File: config.mk
export PLATFORM = sky130hd
export DESIGN_NAME = rx_error_control
export DESIGN_NICKNAME = d
export VERILOG_FILES = /design/src/design/sync_two_stage.v /design/src/design/rx_error_control.v
export VERILOG_INCLUDE_DIRS = /design/src /design/src/inc
export SDC_FILE = /design/constraint.sdc
export NUM_CORES = 1
export LEC_CHECK = 0
export ABC_CLOCK_PERIOD_IN_PS = 2290
export BUFFER_PORTS_ARGS = -buffer_cell sky130_fd_sc_hd__buf_4
export CAP_MARGIN = 0
export CORE_ASPECT_RATIO = 0.9
export CORE_MARGIN = 5
export CORE_UTILIZATION = 52
export DETAILED_ROUTE_END_ITERATION = 6
export GPL_TIMING_DRIVEN = 0
export PLACE_DENSITY = 0.74
export SKIP_CTS_REPAIR_TIMING = 1
export SLEW_MARGIN = 10
export SYNTH_ARGS = -nofsm -noshare
export SYNTH_HDL_FRONTEND = slang
export SYNTH_SLANG_ARGS = --single-unit
File: constraint.sdc
create_clock -name CLK_SYS -period 2.29 [get_ports CLK_SYS]
set_input_delay 0.229 -clock CLK_SYS [delete_from_list [all_inputs] [get_ports CLK_SYS]]
set_output_delay 0.229 -clock CLK_SYS [all_outputs]
set_load 0.01 [all_outputs]
File: src/inc/rx_ctrl_consts.vh
// Constants for the receiver error pin, update flag and GPIO control block
`ifndef RX_CTRL_CONSTS_VH
`define RX_CTRL_CONSTS_VH
// ==========================================================================
// Serial control bus
`define BUS_DEVICE_ADDR 8'hE8
`define CMD_INT_CONTENTS 6'h20
`define CMD_ERROR_PIN_CONFIG 6'h24
`define CMD_GPIO_OUTPUT_LEVELS 6'h28
`define CMD_WORD_BITS 5'h10
// ==========================================================================
// Register indexes (command numbers)
`define REG_INT_CONTENTS 4'h8
`define REG_ERROR_PIN_CONFIG 4'h9
`define REG_GPIO_OUTPUT_LEVELS 4'hA
// ==========================================================================
// Field positions in the 16-bit word
`define CMD_CODE_HI 7
`define CMD_CODE_LO 2
`define CHIP_SEL_UPPER_BIT 1
`define CHIP_SEL_LOWER_BIT 0
`define INT_INPUT_DETECT_BIT 9
`define INT_CS_UPDATE_BIT 11
`define INT_PC_UPDATE_BIT 13
`define INT_GPIO_UPDATE_BIT 14
`define ERR_SOURCE_BIT 8
`define ERR_PARITY_MODE_BIT 9
`define ERR_FORCE_BIT 12
`define ERR_RATE_MASK_BIT 13
`define ERR_WAIT_HI 15
`define ERR_WAIT_LO 14
`define GPIO_LEVEL_HI 15
`define GPIO_LEVEL_LO 12
// ==========================================================================
// Reset values
`define FIELD_RESET 1'h0
`define WAIT_RESET 2'h0
`define GPIO_RESET 4'h0
// ==========================================================================
// Release wait in block-start preambles
`define WAIT_CODE0_COUNT 5'h03
`define WAIT_CODE1_COUNT 5'h18
`define WAIT_CODE2_COUNT 5'h18
`define WAIT_CODE3_COUNT 5'h18
// ==========================================================================
// Timing
`define CS_COMPARE_BITS 48
`define PC_COMPARE_BITS 16
`define GPIO_WIDTH 4
`define SYS_CLK_HZ 200000000
`define GPIO_SAMPLE_HZ 24000
`define XTAL_HZ 24576000
`endif

File: src/design/sync_two_stage.v
// Two flip-flop synchroniser for levels arriving from outside the clock domain
`timescale 1ns/10ps
module sync_two_stage #(
  parameter WIDTH = 1
) (
  input wire clk,
  input wire nrst,
  input wire [WIDTH-1:0] async_in,
  output reg [WIDTH-1:0] sync_out
);
  reg [WIDTH-1:0] meta;

  // ==========================================================================
  // Only the second stage is visible to the rest of the design
  always @(posedge clk or negedge nrst) begin
    if (!nrst) begin
      meta <= {WIDTH{1'b0}};
      sync_out <= {WIDTH{1'b0}};
    end else begin
      meta <= async_in;
      sync_out <= meta;
    end
  end
endmodule // sync_two_stage

File: src/design/rx_error_control.v
// Receive error pin, update flags and GPIO levels behind the serial control bus
// Operation
// - Input detection flag only with its enable, crystal source with 24.576MHz and monitor on.
// - Channel-status update flag rises when first 48 bits match those of previous block.
// - Pc update flag rises when the 16-bit burst preamble Pc equals the previous one.
// - In parallel input mode the 4 GPIO pins are sampled at 24kHz; a change raises a flag.
// - Command 9 at address 0xE8 code 100100 carries error-pin fields in 15:12, 9 and 8.
// - When non-PCM counts as an error, output data is muted while that error is present.
// - Forcing the error while the crystal is selected affects only the error pin.
// - Rate changes measured with the oscillator stopped are ignored; only channel status counts.
// - After lock the error pin releases after 3 (code 00) or 24 (code 01) block preambles.
// - Demodulated data stays muted until the block-preamble release wait ends.
// - In parallel output mode each GPIO pin drives low for 0 and high for 1 of bits 12-15.
`timescale 1ns/10ps
`include "rx_ctrl_consts.vh"
module rx_error_control #(
  parameter GPIO_SAMPLE_DIV = `SYS_CLK_HZ / `GPIO_SAMPLE_HZ,
  parameter [4:0] WAIT_CODE2_COUNT = `WAIT_CODE2_COUNT,
  parameter [4:0] WAIT_CODE3_COUNT = `WAIT_CODE3_COUNT
) (
  input wire CLK_SYS,
  input wire NRST,
  input wire BUS_CLK,
  input wire BUS_DATA,
  input wire BUS_CE,
  input wire [1:0] CHIP_ADDR_STRAP,
  input wire CRYSTAL_SOURCE_SELECT,
  input wire INPUT_MONITOR_ENABLE,
  input wire CRYSTAL_RATE_OK,
  input wire INPUT_CHANGE,
  input wire CS_VALID,
  input wire [47:0] CS_BITS,
  input wire PC_VALID,
  input wire [15:0] PC_WORD,
  input wire GPIO_PARALLEL_INPUT,
  input wire [3:0] GPIO_IN,
  input wire BLOCK_START,
  input wire PLL_LOCK,
  input wire DATA_ERROR,
  input wire NON_PCM,
  input wire PARITY_ERROR,
  input wire OSC_RUNNING,
  input wire FS_CHANGE_MEASURED,
  input wire FS_CHANGE_CS,
  output reg INPUT_DETECT_FLAG,
  output reg CS_UPDATE_FLAG,
  output reg PC_UPDATE_FLAG,
  output reg GPIO_UPDATE_FLAG,
  output reg RECEIVE_ERROR,
  output reg PARITY_FLAG,
  output reg DATA_MUTE,
  output reg [3:0] GPIO_OUT,
  output reg [3:0] GPIO_OE
);
  // ==========================================================================
  // Pin synchronisers
  wire [2:0] bus_s;
  wire [1:0] strap_s;
  wire [3:0] gpio_s;

  sync_two_stage #(.WIDTH(9)) u_sync (
    .clk(CLK_SYS),
    .nrst(NRST),
    .async_in({GPIO_IN, CHIP_ADDR_STRAP, BUS_CE, BUS_DATA, BUS_CLK}),
    .sync_out({gpio_s, strap_s, bus_s})
  );

  // ==========================================================================
  // Serial control bus receiver
  reg bus_clk_d;
  reg bus_ce_d;
  reg [7:0] addr_shift;
  reg [15:0] data_shift;
  reg [4:0] bit_count;
  reg addr_match;
  wire bus_rise = bus_s[0] & ~bus_clk_d;
  wire ce_rise = bus_s[2] & ~bus_ce_d;
  wire ce_fall = ~bus_s[2] & bus_ce_d;
  wire [5:0] cmd_code = data_shift[`CMD_CODE_HI:`CMD_CODE_LO];
  wire chip_ok = (data_shift[`CHIP_SEL_UPPER_BIT] == strap_s[1]) &&
                 (data_shift[`CHIP_SEL_LOWER_BIT] == strap_s[0]);
  // Long or short words never reach the settings
  wire word_done = ce_fall && addr_match && (bit_count == `CMD_WORD_BITS) && chip_ok;

  always @(posedge CLK_SYS or negedge NRST) begin
    if (!NRST) begin
      bus_clk_d <= 1'b0;
      bus_ce_d <= 1'b0;
      addr_shift <= 8'h00;
      data_shift <= 16'h0000;
      bit_count <= 5'h00;
      addr_match <= 1'b0;
    end else begin
      bus_clk_d <= bus_s[0];
      bus_ce_d <= bus_s[2];
      if (ce_rise) begin
        addr_match <= (addr_shift == `BUS_DEVICE_ADDR);
        bit_count <= 5'h00;
      end else if (bus_rise && !bus_s[2]) begin
        addr_shift <= {bus_s[1], addr_shift[7:1]};
      end else if (bus_rise && bus_s[2]) begin
        data_shift <= {bus_s[1], data_shift[15:1]};
        if (bit_count != 5'h1F) begin
          bit_count <= bit_count + 5'h01;
        end
      end
      if (ce_fall) begin
        addr_match <= 1'b0;
      end
    end
  end

  // ==========================================================================
  // Command registers
  reg input_detect_flag_enable;
  reg cs_update_enable;
  reg pc_update_enable;
  reg gpio_update_enable;
  reg error_source_select;
  reg parity_flag_mode;
  reg error_force_select;
  reg rate_change_error_mask;
  reg [1:0] error_release_wait;
  reg [3:0] gpio_out_level;

  always @(posedge CLK_SYS or negedge NRST) begin
    if (!NRST) begin
      input_detect_flag_enable <= `FIELD_RESET;
      cs_update_enable <= `FIELD_RESET;
      pc_update_enable <= `FIELD_RESET;
      gpio_update_enable <= `FIELD_RESET;
      error_source_select <= `FIELD_RESET;
      parity_flag_mode <= `FIELD_RESET;
      error_force_select <= `FIELD_RESET;
      rate_change_error_mask <= `FIELD_RESET;
      error_release_wait <= `WAIT_RESET;
      gpio_out_level <= `GPIO_RESET;
    end else if (word_done) begin
      case (cmd_code)
        `CMD_INT_CONTENTS: begin
          input_detect_flag_enable <= data_shift[`INT_INPUT_DETECT_BIT];
          cs_update_enable <= data_shift[`INT_CS_UPDATE_BIT];
          pc_update_enable <= data_shift[`INT_PC_UPDATE_BIT];
          gpio_update_enable <= data_shift[`INT_GPIO_UPDATE_BIT];
        end
        `CMD_ERROR_PIN_CONFIG: begin
          error_source_select <= data_shift[`ERR_SOURCE_BIT];
          parity_flag_mode <= data_shift[`ERR_PARITY_MODE_BIT];
          error_force_select <= data_shift[`ERR_FORCE_BIT];
          rate_change_error_mask <= data_shift[`ERR_RATE_MASK_BIT];
          error_release_wait <= data_shift[`ERR_WAIT_HI:`ERR_WAIT_LO];
        end
        `CMD_GPIO_OUTPUT_LEVELS: begin
          gpio_out_level <= data_shift[`GPIO_LEVEL_HI:`GPIO_LEVEL_LO];
        end
        default: begin
          gpio_out_level <= gpio_out_level;
        end
      endcase
    end
  end

  // ==========================================================================
  // Update flags
  reg [47:0] cs_prev;
  reg [15:0] pc_prev;
  reg [3:0] gpio_prev;
  reg [13:0] sample_count;
  wire sample_tick = (sample_count == 14'h0000);
  wire detect_ok = input_detect_flag_enable & CRYSTAL_SOURCE_SELECT & CRYSTAL_RATE_OK &
                   INPUT_MONITOR_ENABLE;

  always @(posedge CLK_SYS or negedge NRST) begin
    if (!NRST) begin
      cs_prev <= 48'h000000000000;
      pc_prev <= 16'h0000;
      gpio_prev <= 4'h0;
      sample_count <= 14'h0000;
      INPUT_DETECT_FLAG <= 1'b0;
      CS_UPDATE_FLAG <= 1'b0;
      PC_UPDATE_FLAG <= 1'b0;
      GPIO_UPDATE_FLAG <= 1'b0;
    end else begin
      INPUT_DETECT_FLAG <= detect_ok & INPUT_CHANGE;
      CS_UPDATE_FLAG <= cs_update_enable & CS_VALID & (CS_BITS == cs_prev);
      PC_UPDATE_FLAG <= pc_update_enable & PC_VALID & (PC_WORD == pc_prev);
      if (CS_VALID) begin
        cs_prev <= CS_BITS;
      end
      if (PC_VALID) begin
        pc_prev <= PC_WORD;
      end
      // Divider is free running so sampling stays on a steady 24kHz grid
      if (sample_count == GPIO_SAMPLE_DIV[13:0] - 14'h0001) begin
        sample_count <= 14'h0000;
      end else begin
        sample_count <= sample_count + 14'h0001;
      end
      GPIO_UPDATE_FLAG <= gpio_update_enable & GPIO_PARALLEL_INPUT & sample_tick &
                          (gpio_s != gpio_prev);
      if (sample_tick) begin
        gpio_prev <= gpio_s;
      end
    end
  end

  // ==========================================================================
  // Receive error pin and release wait
  reg [4:0] block_count;
  reg released;
  reg [4:0] wait_target;
  // Stopped oscillator gives a meaningless rate, so only channel status counts then
  wire fs_change = ~rate_change_error_mask &
                   ((FS_CHANGE_MEASURED & OSC_RUNNING) | FS_CHANGE_CS);
  wire nonpcm_err = error_source_select & NON_PCM;
  wire raw_error = ~PLL_LOCK | DATA_ERROR | nonpcm_err | fs_change;

  always @* begin
    case (error_release_wait)
      2'b00: wait_target = `WAIT_CODE0_COUNT;
      2'b01: wait_target = `WAIT_CODE1_COUNT;
      2'b10: wait_target = WAIT_CODE2_COUNT;
      default: wait_target = WAIT_CODE3_COUNT;
    endcase
  end

  always @(posedge CLK_SYS or negedge NRST) begin
    if (!NRST) begin
      block_count <= 5'h00;
      released <= 1'b0;
      RECEIVE_ERROR <= 1'b1;
      DATA_MUTE <= 1'b1;
      PARITY_FLAG <= 1'b0;
    end else begin
      if (raw_error) begin
        block_count <= 5'h00;
        released <= 1'b0;
      end else if (!released && BLOCK_START) begin
        if (block_count + 5'h01 >= wait_target) begin
          released <= 1'b1;
        end
        block_count <= block_count + 5'h01;
      end
      // Forced error reaches the pin only; muting follows the real state
      RECEIVE_ERROR <= ~released | (error_force_select & CRYSTAL_SOURCE_SELECT);
      DATA_MUTE <= ~released | raw_error;
      PARITY_FLAG <= PARITY_ERROR & (parity_flag_mode | NON_PCM);
    end
  end

  // ==========================================================================
  // GPIO output drivers
  always @(posedge CLK_SYS or negedge NRST) begin
    if (!NRST) begin
      GPIO_OUT <= 4'h0;
      GPIO_OE <= 4'h0;
    end else begin
      GPIO_OUT <= gpio_out_level;
      GPIO_OE <= {`GPIO_WIDTH{~GPIO_PARALLEL_INPUT}};
    end
  end
endmodule // rx_error_control

After elaboration in Yosys (flattened, before gate mapping):

Index checks and enable logic that the tools add are counted.

* bitwise gates (word level): 35
* reductions and logical operators: 23
* magnitude comparators: 1
* muxes and demuxes: 13
* eq/ne operators: 13
* add/subtract/negate cells: 3

Operator list (count)
* 48-bit == test: 1
* 5-bit two-way mux: 7
* 1-bit bitwise AND: 19
* 6-bit == test, second input constant: 3
* 16-bit == test: 1
* 14-bit by 1-bit adder with 14-bit output, second input constant: 1
* 14-bit == test, second input constant: 1
* 14-bit zero test: 1
* 14-bit two-way mux: 1
* 5-bit by 1-bit adder with 5-bit output, second input constant: 2
* 2-bit AND reduction: 5
* 2-bit nonzero test: 5
* 1-bit NOT: 9
* 8-bit == test, second input constant: 1
* 1-bit logical AND: 7
* 1-bit bitwise OR: 7
* 3-bit AND reduction: 2
* 5-bit == test, second input constant: 1
* 5-bit >= comparator: 1
* 1-bit two-way mux: 5
* 5-bit inequality test, second input constant: 1
* 4-bit inequality test: 1
* 1-bit == test: 2
* 1-bit zero test: 2
* other kinds (2): 2

* flip-flop bits (word level): 164
* logic and storage cells: 121

Depth between registers and ports, before layout:

Gate-level depths: netlist of run 1.

* depth in word-level cells: 6
* gate-level depth with buffers: 8
* depth with buffers taken out: 8

Modules after synthesis:

A second synthesis of run 1 with hierarchy kept.

* cells, all modules: 533
* area total of the unflattened synthesis: 7068.0 µm²

By module, submodules not included
* rx_error_control: times used 1, cells an instance 515, area each 6617.6 µm²
* sync_two_stage: times used 1, cells an instance 18, area each 450.4 µm²

Worst setup path before layout of run 1:

No wires, ideal clock.

* path kind: reg-to-reg
* start: register u_sync.sync_out[2]
* end: register error_force_select
* data arrival time: 1.783 ns
* buffers on the path: 0
* stages on the path, launching flop included: 8
* setup time: 0.125 ns
* slack: 0.382 ns
* cells stage by stage: dfrtp_1 -> inv_1 -> ha_1 -> nand2_1 -> nor4_1 -> nand3_1 -> nor3b_2 -> mux2_2

* cells in the longest elaborated chain, start to end: 6

RTL lines
* start: declaration: line sync_two_stage.v:9 `output reg [WIDTH-1:0] sync_out`
* start signal: assignment: line sync_two_stage.v:18 `sync_out <= {WIDTH{1'b0}};`
* start signal: assignment: line sync_two_stage.v:21 `sync_out <= meta;`
* 1-bit NOT: line rx_error_control.v:78 `wire ce_fall = ~bus_s[2] & bus_ce_d;`
* 1-bit bitwise AND: line rx_error_control.v:78
* 1-bit logical AND (3 in series): line rx_error_control.v:83 `` wire word_done = ce_fall && addr_match && (bit_count == `CMD_WORD_BITS) && chip_ok; ``
* 2-bit AND reduction (no line)
* end signal: assignment: line rx_error_control.v:134 `` error_force_select <= `FIELD_RESET; ``
* end signal: assignment: line rx_error_control.v:149 `` error_force_select <= data_shift[`ERR_FORCE_BIT]; ``
* end: declaration: line rx_error_control.v:121 `reg error_force_select;`

Every way passes these cells.
A chain may end at the register's enable or synchronous reset.

Final worst setup path of run 1:

* start: register bit_count[0]
* end: register bit_count[3]

* cells in the longest elaborated chain, start to end: 5
* elaborated cells between the ends (all ways): 8

RTL lines
* start: declaration: line rx_error_control.v:74 `reg [4:0] bit_count;`
* start signal: assignment: line rx_error_control.v:104 `bit_count <= bit_count + 5'h01;`
* 5-bit by 1-bit adder with 5-bit output: line rx_error_control.v:104
* 5-bit two-way mux: line rx_error_control.v:103 `if (bit_count != 5'h1F) begin`
* 5-bit two-way mux: line rx_error_control.v:101 `end else if (bus_rise && bus_s[2]) begin`
* 5-bit two-way mux: line rx_error_control.v:99 `end else if (bus_rise && !bus_s[2]) begin`
* 5-bit two-way mux: line rx_error_control.v:96 `if (ce_rise) begin`

Parallel ways exist; a longest one is shown, timed or not. The select of a mux whose other input is x is not followed.

==> results.py, run 1 <==
metrics = {
    "grt": {
        "grt_pass1_vias": 4597,
        "grt_pass1_wl_mm": 21.8,
        "grtUsageTotal": 0.170,
        "overflow": 0,
        "grt_max_degree": 90,
        "antenna_found_initial": 0,
    },
    "synth": {
        "ys_types": 43,
        "synth_flop_cell": "dfrtp_1",
        "syn_area_um2": 7030,
        "synth_nets": 625,
        "avgSynthCellArea_um2": 13.4,
        "synth-seq-cells": 164,
        "syn_inst": 523,
        "yosysSeqAreaShare": 0.584,
        "synth_edf_count": 0,
        "synthArstFlopShare": 1.00,
        "ys_warn_count": 0,
    },
    "floorplan": {
        "start_util": 0.528,
        "io_pins": 105,
        "die-area_um2": 15900,
        "core_um2": 13300,
        "die_w_um": 133,
        "die_h_um": 120,
        "placementRows": 40,
    },
    "final_layout": {
        "nets": 760,
        "area_growth_pct": 24.9,
        "drive_gt1_frac": 0.375,
        "antenna_cells": 0,
        "design_area_um2": 8780,
    },
    "placed_design": {
        "place_ws_ps": -148,
        "dpl.hpwl_mm": 9.23,
        "place_congestion": 0.785,
        "placed_area_um2": 8040,
        "io_buffers": 102,
    },
    "setup_path": {
        "path_max_fanout": 6,
        "cp-start-kind": "flip-flop",
        "crit_chain": "ha_1, and3_1, ha_1, nor4b_2, nand4_1, xor2_1, nor2_1",
        "worstPathRequired_ps": 2590,
        "critPathSlowestCell": "nor4b_2",
        "crit_path_end_kind": "flip-flop",
        "max_stage_delay_ps": 550,
        "cpMostUsedCell": "ha_1",
        "worstReg2RegStart": "bit_count[0]",
        "path_delay_family": "simple AND/OR/NAND/NOR gates",
        "startpoint": "bit_count[0]",
        "crit_type": "flip-flop to flip-flop",
        "worst-path-buf-inv": 0,
        "cp.arrival_ps": 2410,
    },
    "route": {
        "drc": 0,
        "totalWireLength_mm": 12.6,
        "vias": 4334,
        "drt-wirelength-per-cell_um": 15.0,
        "vias_per_cell": 5.17,
        "ant_nets": 0,
        "drt_iter0_markers": 186,
        "drt_pass1_iterations": 4,
    },
    "clock_tree": {
        "h-tree-depth": 4,
        "clock-sinks": 164,
        "clock-root-buffer": "clkbuf_16",
        "clk_latency_ps": 420,
        "tritoncts": "done",
        "clk_pin_slew_ps": 60,
        "clockBufferDepth": 2,
        "cts_made_buffers": 17,
    },
    "sta": {
        "period_minus_slack_ps": 2110,
        "rsz0062_at_grt": "false",
        "setup_slack_ps": 179,
        "fin_tns_setup_ps": 0,
        "max_slew_margin": 0.414,
        "clock.fmax_mhz": 474,
        "setup_viol": 0,
        "hold_violations": 0,
        "fin_crit_sh": 0.922,
        "drv_slew": 0,
        "holdWs_ps": 23.9,
        "skew_ps": 6.88,
        "tightest_slew_ps": 876,
    },
    "power_and_ir_drop": {
        "p_leak_uw": 0.00400,
        "peakVddDrop_mv": 0.546,
        "p_total_uw": 6790,
        "powerDensity_nw_per_um2": 773,
    },
    "status": {
        "status": "completed",
    },
    "min_path": {
        "hold_class": "input pin to flip-flop",
        "hp-start": "CRYSTAL_SOURCE_SELECT",
    },
    "flow_run": {
        "max_cap_violations": 0,
    },
}
==> state kept, by name, summed over array words and instances (netlist names), 2 cells and up <==
name	count
cs_prev	48
data_shift	16
pc_prev	16
sample_count	14
u_sync.meta	9
u_sync.sync_out	9
addr_shift	8
bit_count	5
block_count	5
GPIO_OUT	4
gpio_out_level	4
gpio_prev	4
error_release_wait	2
==> report_power, final <==
| group | total, uW | internal (uW) | switching, uW |
|---|---|---|---|
| Clock | 2830 | 1760 | 1070 |
| Combinational | 680 | 410 | 269 |
| Sequential | 3280 | 3120 | 158 |
==> metal layers <==
layer	track usage	up-vias	share of wire
met2	0.274	75	0.49
met1	0.221	2156	0.45
li1	-	2086	-
met5	0	-	0
met4	0.0688	0	0.017
met3	0.0449	17	0.042
==> final timing paths <==
kind	slack [ps]	cells after the start	endpoint
max	180	7	bit_count[3]
min	20	3	RECEIVE_ERROR
max reg2reg	180	7	bit_count[3]
min reg2reg	350	0	u_sync.sync_out[3]
max in group asynchronous	1130	3	cs_prev[33]
min in group asynchronous	350	2	pc_prev[1]
==> stage by stage <==
step	util	instances
final	0.660	838
after global routing	0.660	838
after CTS	0.648	825
after detailed placement	0.604	794
after global placement	0.601	793
after floorplan	-	523
==> area by class of cell <==
class | count | area (um2)
multi-input combinational | 329 | 2820
tap | 168 | 210
timing repair buffer | 116 | 926
clock buffer | 22 | 464
clock inverter | 9 | 129
inverter | 17 | 63.8
sequential | 164 | 4110
buffer | 13 | 61.3
fill | 989 | 4530
==> worst min-delay path, delay by kind of cell <==
kind,cells,cell delay [ps]
buffers and inverters,1,110
and+or+nand+nor,2,100
==> kinds of logic after synthesis <==
| logic type | count (synthesis) | share of synthesized area |
|---|---|---|
| adders and majority gates | 12 | 0.0214 |
| buffers and inverters | 30 | 0.0178 |
| muxes | 105 | 0.168 |
| DFF | 164 | 0.584 |
| and+or+nand+nor | 109 | 0.0853 |
| AOI/OAI and AO/OA | 17 | 0.0162 |
| xor gates and xnor gates | 86 | 0.107 |
==> placed cells by master, fill, tap and decap left out, types with 3 or more instances in the layout <==
master / netlist / routed
a21oi_1: 3 / 3
buf_4: 3 / 106
bufinv_16: 0 / 3
clkbuf_1: 9 / 12
clkbuf_16: 0 / 17
clkinv_2: 0 / 3
dfrtp_1: 162 / 162
dlygate4sd3_1: 0 / 11
ha_1: 12 / 12
inv_1: 17 / 17
mux2_2: 103 / 103
nand2_1: 17 / 17
nand2b_1: 3 / 3
nand3_1: 11 / 11
nand4_1: 19 / 19
nor2_1: 27 / 27
nor2b_1: 3 / 3
nor3_1: 5 / 4
nor4_1: 8 / 7
o21ai_0: 5 / 5
xnor2_1: 56 / 56
xor2_1: 30 / 30
==> synthesized netlist by cell type (5+ instances only) <==
| cell type | number | area (um2) |
|---|---|---|
| inv_1 | 17 | 63.8 |
| xnor2_1 | 56 | 490 |
| xor2_1 | 30 | 263 |
| nor4_1 | 8 | 50.1 |
| nand3_1 | 11 | 55.1 |
| mux2_2 | 103 | 1160 |
| ha_1 | 12 | 150 |
| dfrtp_1 | 162 | 4050 |
| nand2_1 | 17 | 63.8 |
| nor2_1 | 27 | 101 |
| nand4_1 | 19 | 119 |
| o21ai_0 | 5 | 25.0 |
| clkbuf_1 | 9 | 33.8 |
| nor3_1 | 5 | 25.0 |
No activity file was read; power rests on OpenSTA's default activity.
==> inputs of run 2 (changes only) <==
--- a/config.mk
+++ b/config.mk
@@ -15,6 +15,7 @@
 export DETAILED_ROUTE_END_ITERATION = 6
 export GPL_TIMING_DRIVEN = 0
 export PLACE_DENSITY = 0.74
+export SETUP_SLACK_MARGIN = 0.5
 export SKIP_CTS_REPAIR_TIMING = 1
 export SLEW_MARGIN = 10
 export SYNTH_ARGS = -nofsm -noshare
==> results.py, run 2 (synthesized netlist as in run 1, its figures left out) <==
metrics = {
    "status": {
        "status": "completed",
    },
    "setup_path": {
        "startpoint": "u_sync.sync_out[2]",
        "crit_type": "flip-flop to flip-flop",
        "worstPathRequired_ps": 2590,
        "worst-path-buf-inv": 3,
        "reg2reg_depth": 9,
        "path_max_fanout": 5,
        "crit_chain": "inv_2, ha_4, nand2_4, nor4_4, nand3_1, buf_6, nor3b_4, buf_6, mux2_4",
        "r2r_setup_slack_ps": 270,
        "max_stage_delay_ps": 430,
        "worstReg2RegStart": "u_sync.sync_out[2]",
        "cpMostUsedCell": "buf_6",
        "path_delay_family": "simple AND/OR/NAND/NOR gates",
        "cp-start-kind": "flip-flop",
        "crit_path_end_kind": "flip-flop",
        "cp.depth": 9,
        "cp.arrival_ps": 2320,
        "rr_endpoint": "error_release_wait[1]",
        "critPathSlowestCell": "dfrtp_2",
    },
    "power_and_ir_drop": {
        "powerDensity_nw_per_um2": 732,
        "peakVddDrop_mv": 0.494,
        "p_leak_uw": 0.00410,
    },
    "sta": {
        "skew_ps": 5.73,
        "fin_crit_sh": 0.883,
        "hold_violations": 0,
        "max_slew_margin": 0.555,
        "period_minus_slack_ps": 2020,
        "setup_viol": 0,
        "setup_slack_ps": 268,
        "rsz0062_at_grt": "true",
        "tightest_slew_ps": 667,
        "clock.fmax_mhz": 495,
        "drv_slew": 0,
        "fin_tns_setup_ps": 0,
    },
    "placed_design": {
        "place_ws_ps": 119,
        "io_buffers": 102,
        "place_congestion": 0.789,
        "dpl.hpwl_mm": 9.08,
        "place_inst": 794,
    },
    "route": {
        "totalWireLength_mm": 13.1,
        "drc": 0,
        "ant_nets": 0,
        "drt_iter0_markers": 328,
        "vias_per_cell": 5.19,
        "vias": 4431,
        "drt-wirelength-per-cell_um": 15.3,
        "drt_pass1_iterations": 4,
    },
    "final_layout": {
        "utilization": 0.682,
        "largest_register": "cs_prev",
        "fillers": 934,
        "nets": 775,
        "drive_gt1_frac": 0.423,
        "area_growth_pct": 29.2,
        "largest_register_ffs": 48,
        "instances_no_fill": 854,
        "final_common_cell": "dfrtp_1",
        "reg_top3": "cs_prev: 48 flops, data_shift: 16 flops, pc_prev: 16 flops",
        "antenna_cells": 0,
        "final_cell_mix": "dfrtp_1, buf_4, mux2_2, xnor2_1, xor2_1",
    },
    "floorplan": {
        "io_pins": 105,
        "die_w_um": 133,
        "core_um2": 13300,
        "die-area_um2": 15900,
        "die_h_um": 120,
        "placementRows": 40,
        "start_util": 0.528,
    },
    "clock_tree": {
        "cts_made_buffers": 17,
        "clock-sinks": 164,
        "h-tree-depth": 4,
        "clk_latency_ps": 420,
        "clock-root-buffer": "clkbuf_16",
        "tritoncts": "done",
        "clk_pin_slew_ps": 60,
        "clockBufferDepth": 2,
    },
    "flow_run": {
        "max_cap_violations": 0,
    },
    "grt": {
        "grt_max_degree": 106,
        "grtUsageTotal": 0.171,
        "grt_pass1_wl_mm": 21.9,
        "grt_pass1_vias": 4569,
        "antenna_found_initial": 0,
        "overflow": 0,
    },
    "min_path": {
        "hold_class": "input pin to flip-flop",
        "worst_hold_path.num_cells": 2,
        "hp-start": "PARITY_ERROR",
        "hold_end": "PARITY_FLAG",
    },
}
-- run 2: metrics by stage --
step / instance area, um2 / hold WS [ps] / total power, uW
detailed placement: 8050 / 189 / 4000
CTS: 8600 / -258 / 6680
global placement: 8020 / 335 / 3950
global route: 9080 / 9.10 / 6970
finish: 9080 / 18.7 / 6650
floorplan: 7040 / -66.6 / 3690
-- run 2: metal layers --
metal	part of all wire	global-route usage
met5	0	0
met4	0.0093	0.0545
met2	0.51	0.275
met1	0.44	0.222
met3	0.048	0.0562
-- run 2: worst max path at each step --
| stage | end | slack (ps) |
|---|---|---|
| 2_1_floorplan | bit_count[3] | 400 |
| 5_1_grt | rate_change_error_mask | 210 |
| 6_report | error_release_wait[1] | 270 |
| 3_5_place_dp | input_detect_flag_enable | 120 |
| 3_3_place_gp | cs_update_enable | 150 |
| 4_1_cts | pc_update_enable | 20 |
-- run 2: power by group --
part           switching [uW]  leakage [uW]  total [uW]  internal, uW
Clock                    1070      0.000274        2660          1590
Combinational             280       0.00177         713           433
Sequential                160       0.00206        3280          3120
Total                    1510       0.00410        6650          5140
-- run 2: layout make-up --
cell class                 instances  area, um2  area share
buffer                            13       65.1     0.00717
timing repair buffer             131       1050       0.116
clock inverter                    11        111      0.0123
clock buffer                      21        440      0.0485
tap                              168        210      0.0232
multi-input combinational        329       3020       0.333
inverter                          17       66.3     0.00730
sequential                       164       4110       0.452
-- run 2: worst register-to-register path: stages, from the launching register on --
cell     delay, ps
dfrtp_2        430
inv_2           80
ha_4           140
nand2_4         50
nor4_4         260
nand3_1        120
buf_6          140
nor3b_4        220
buf_6          170
mux2_4         300
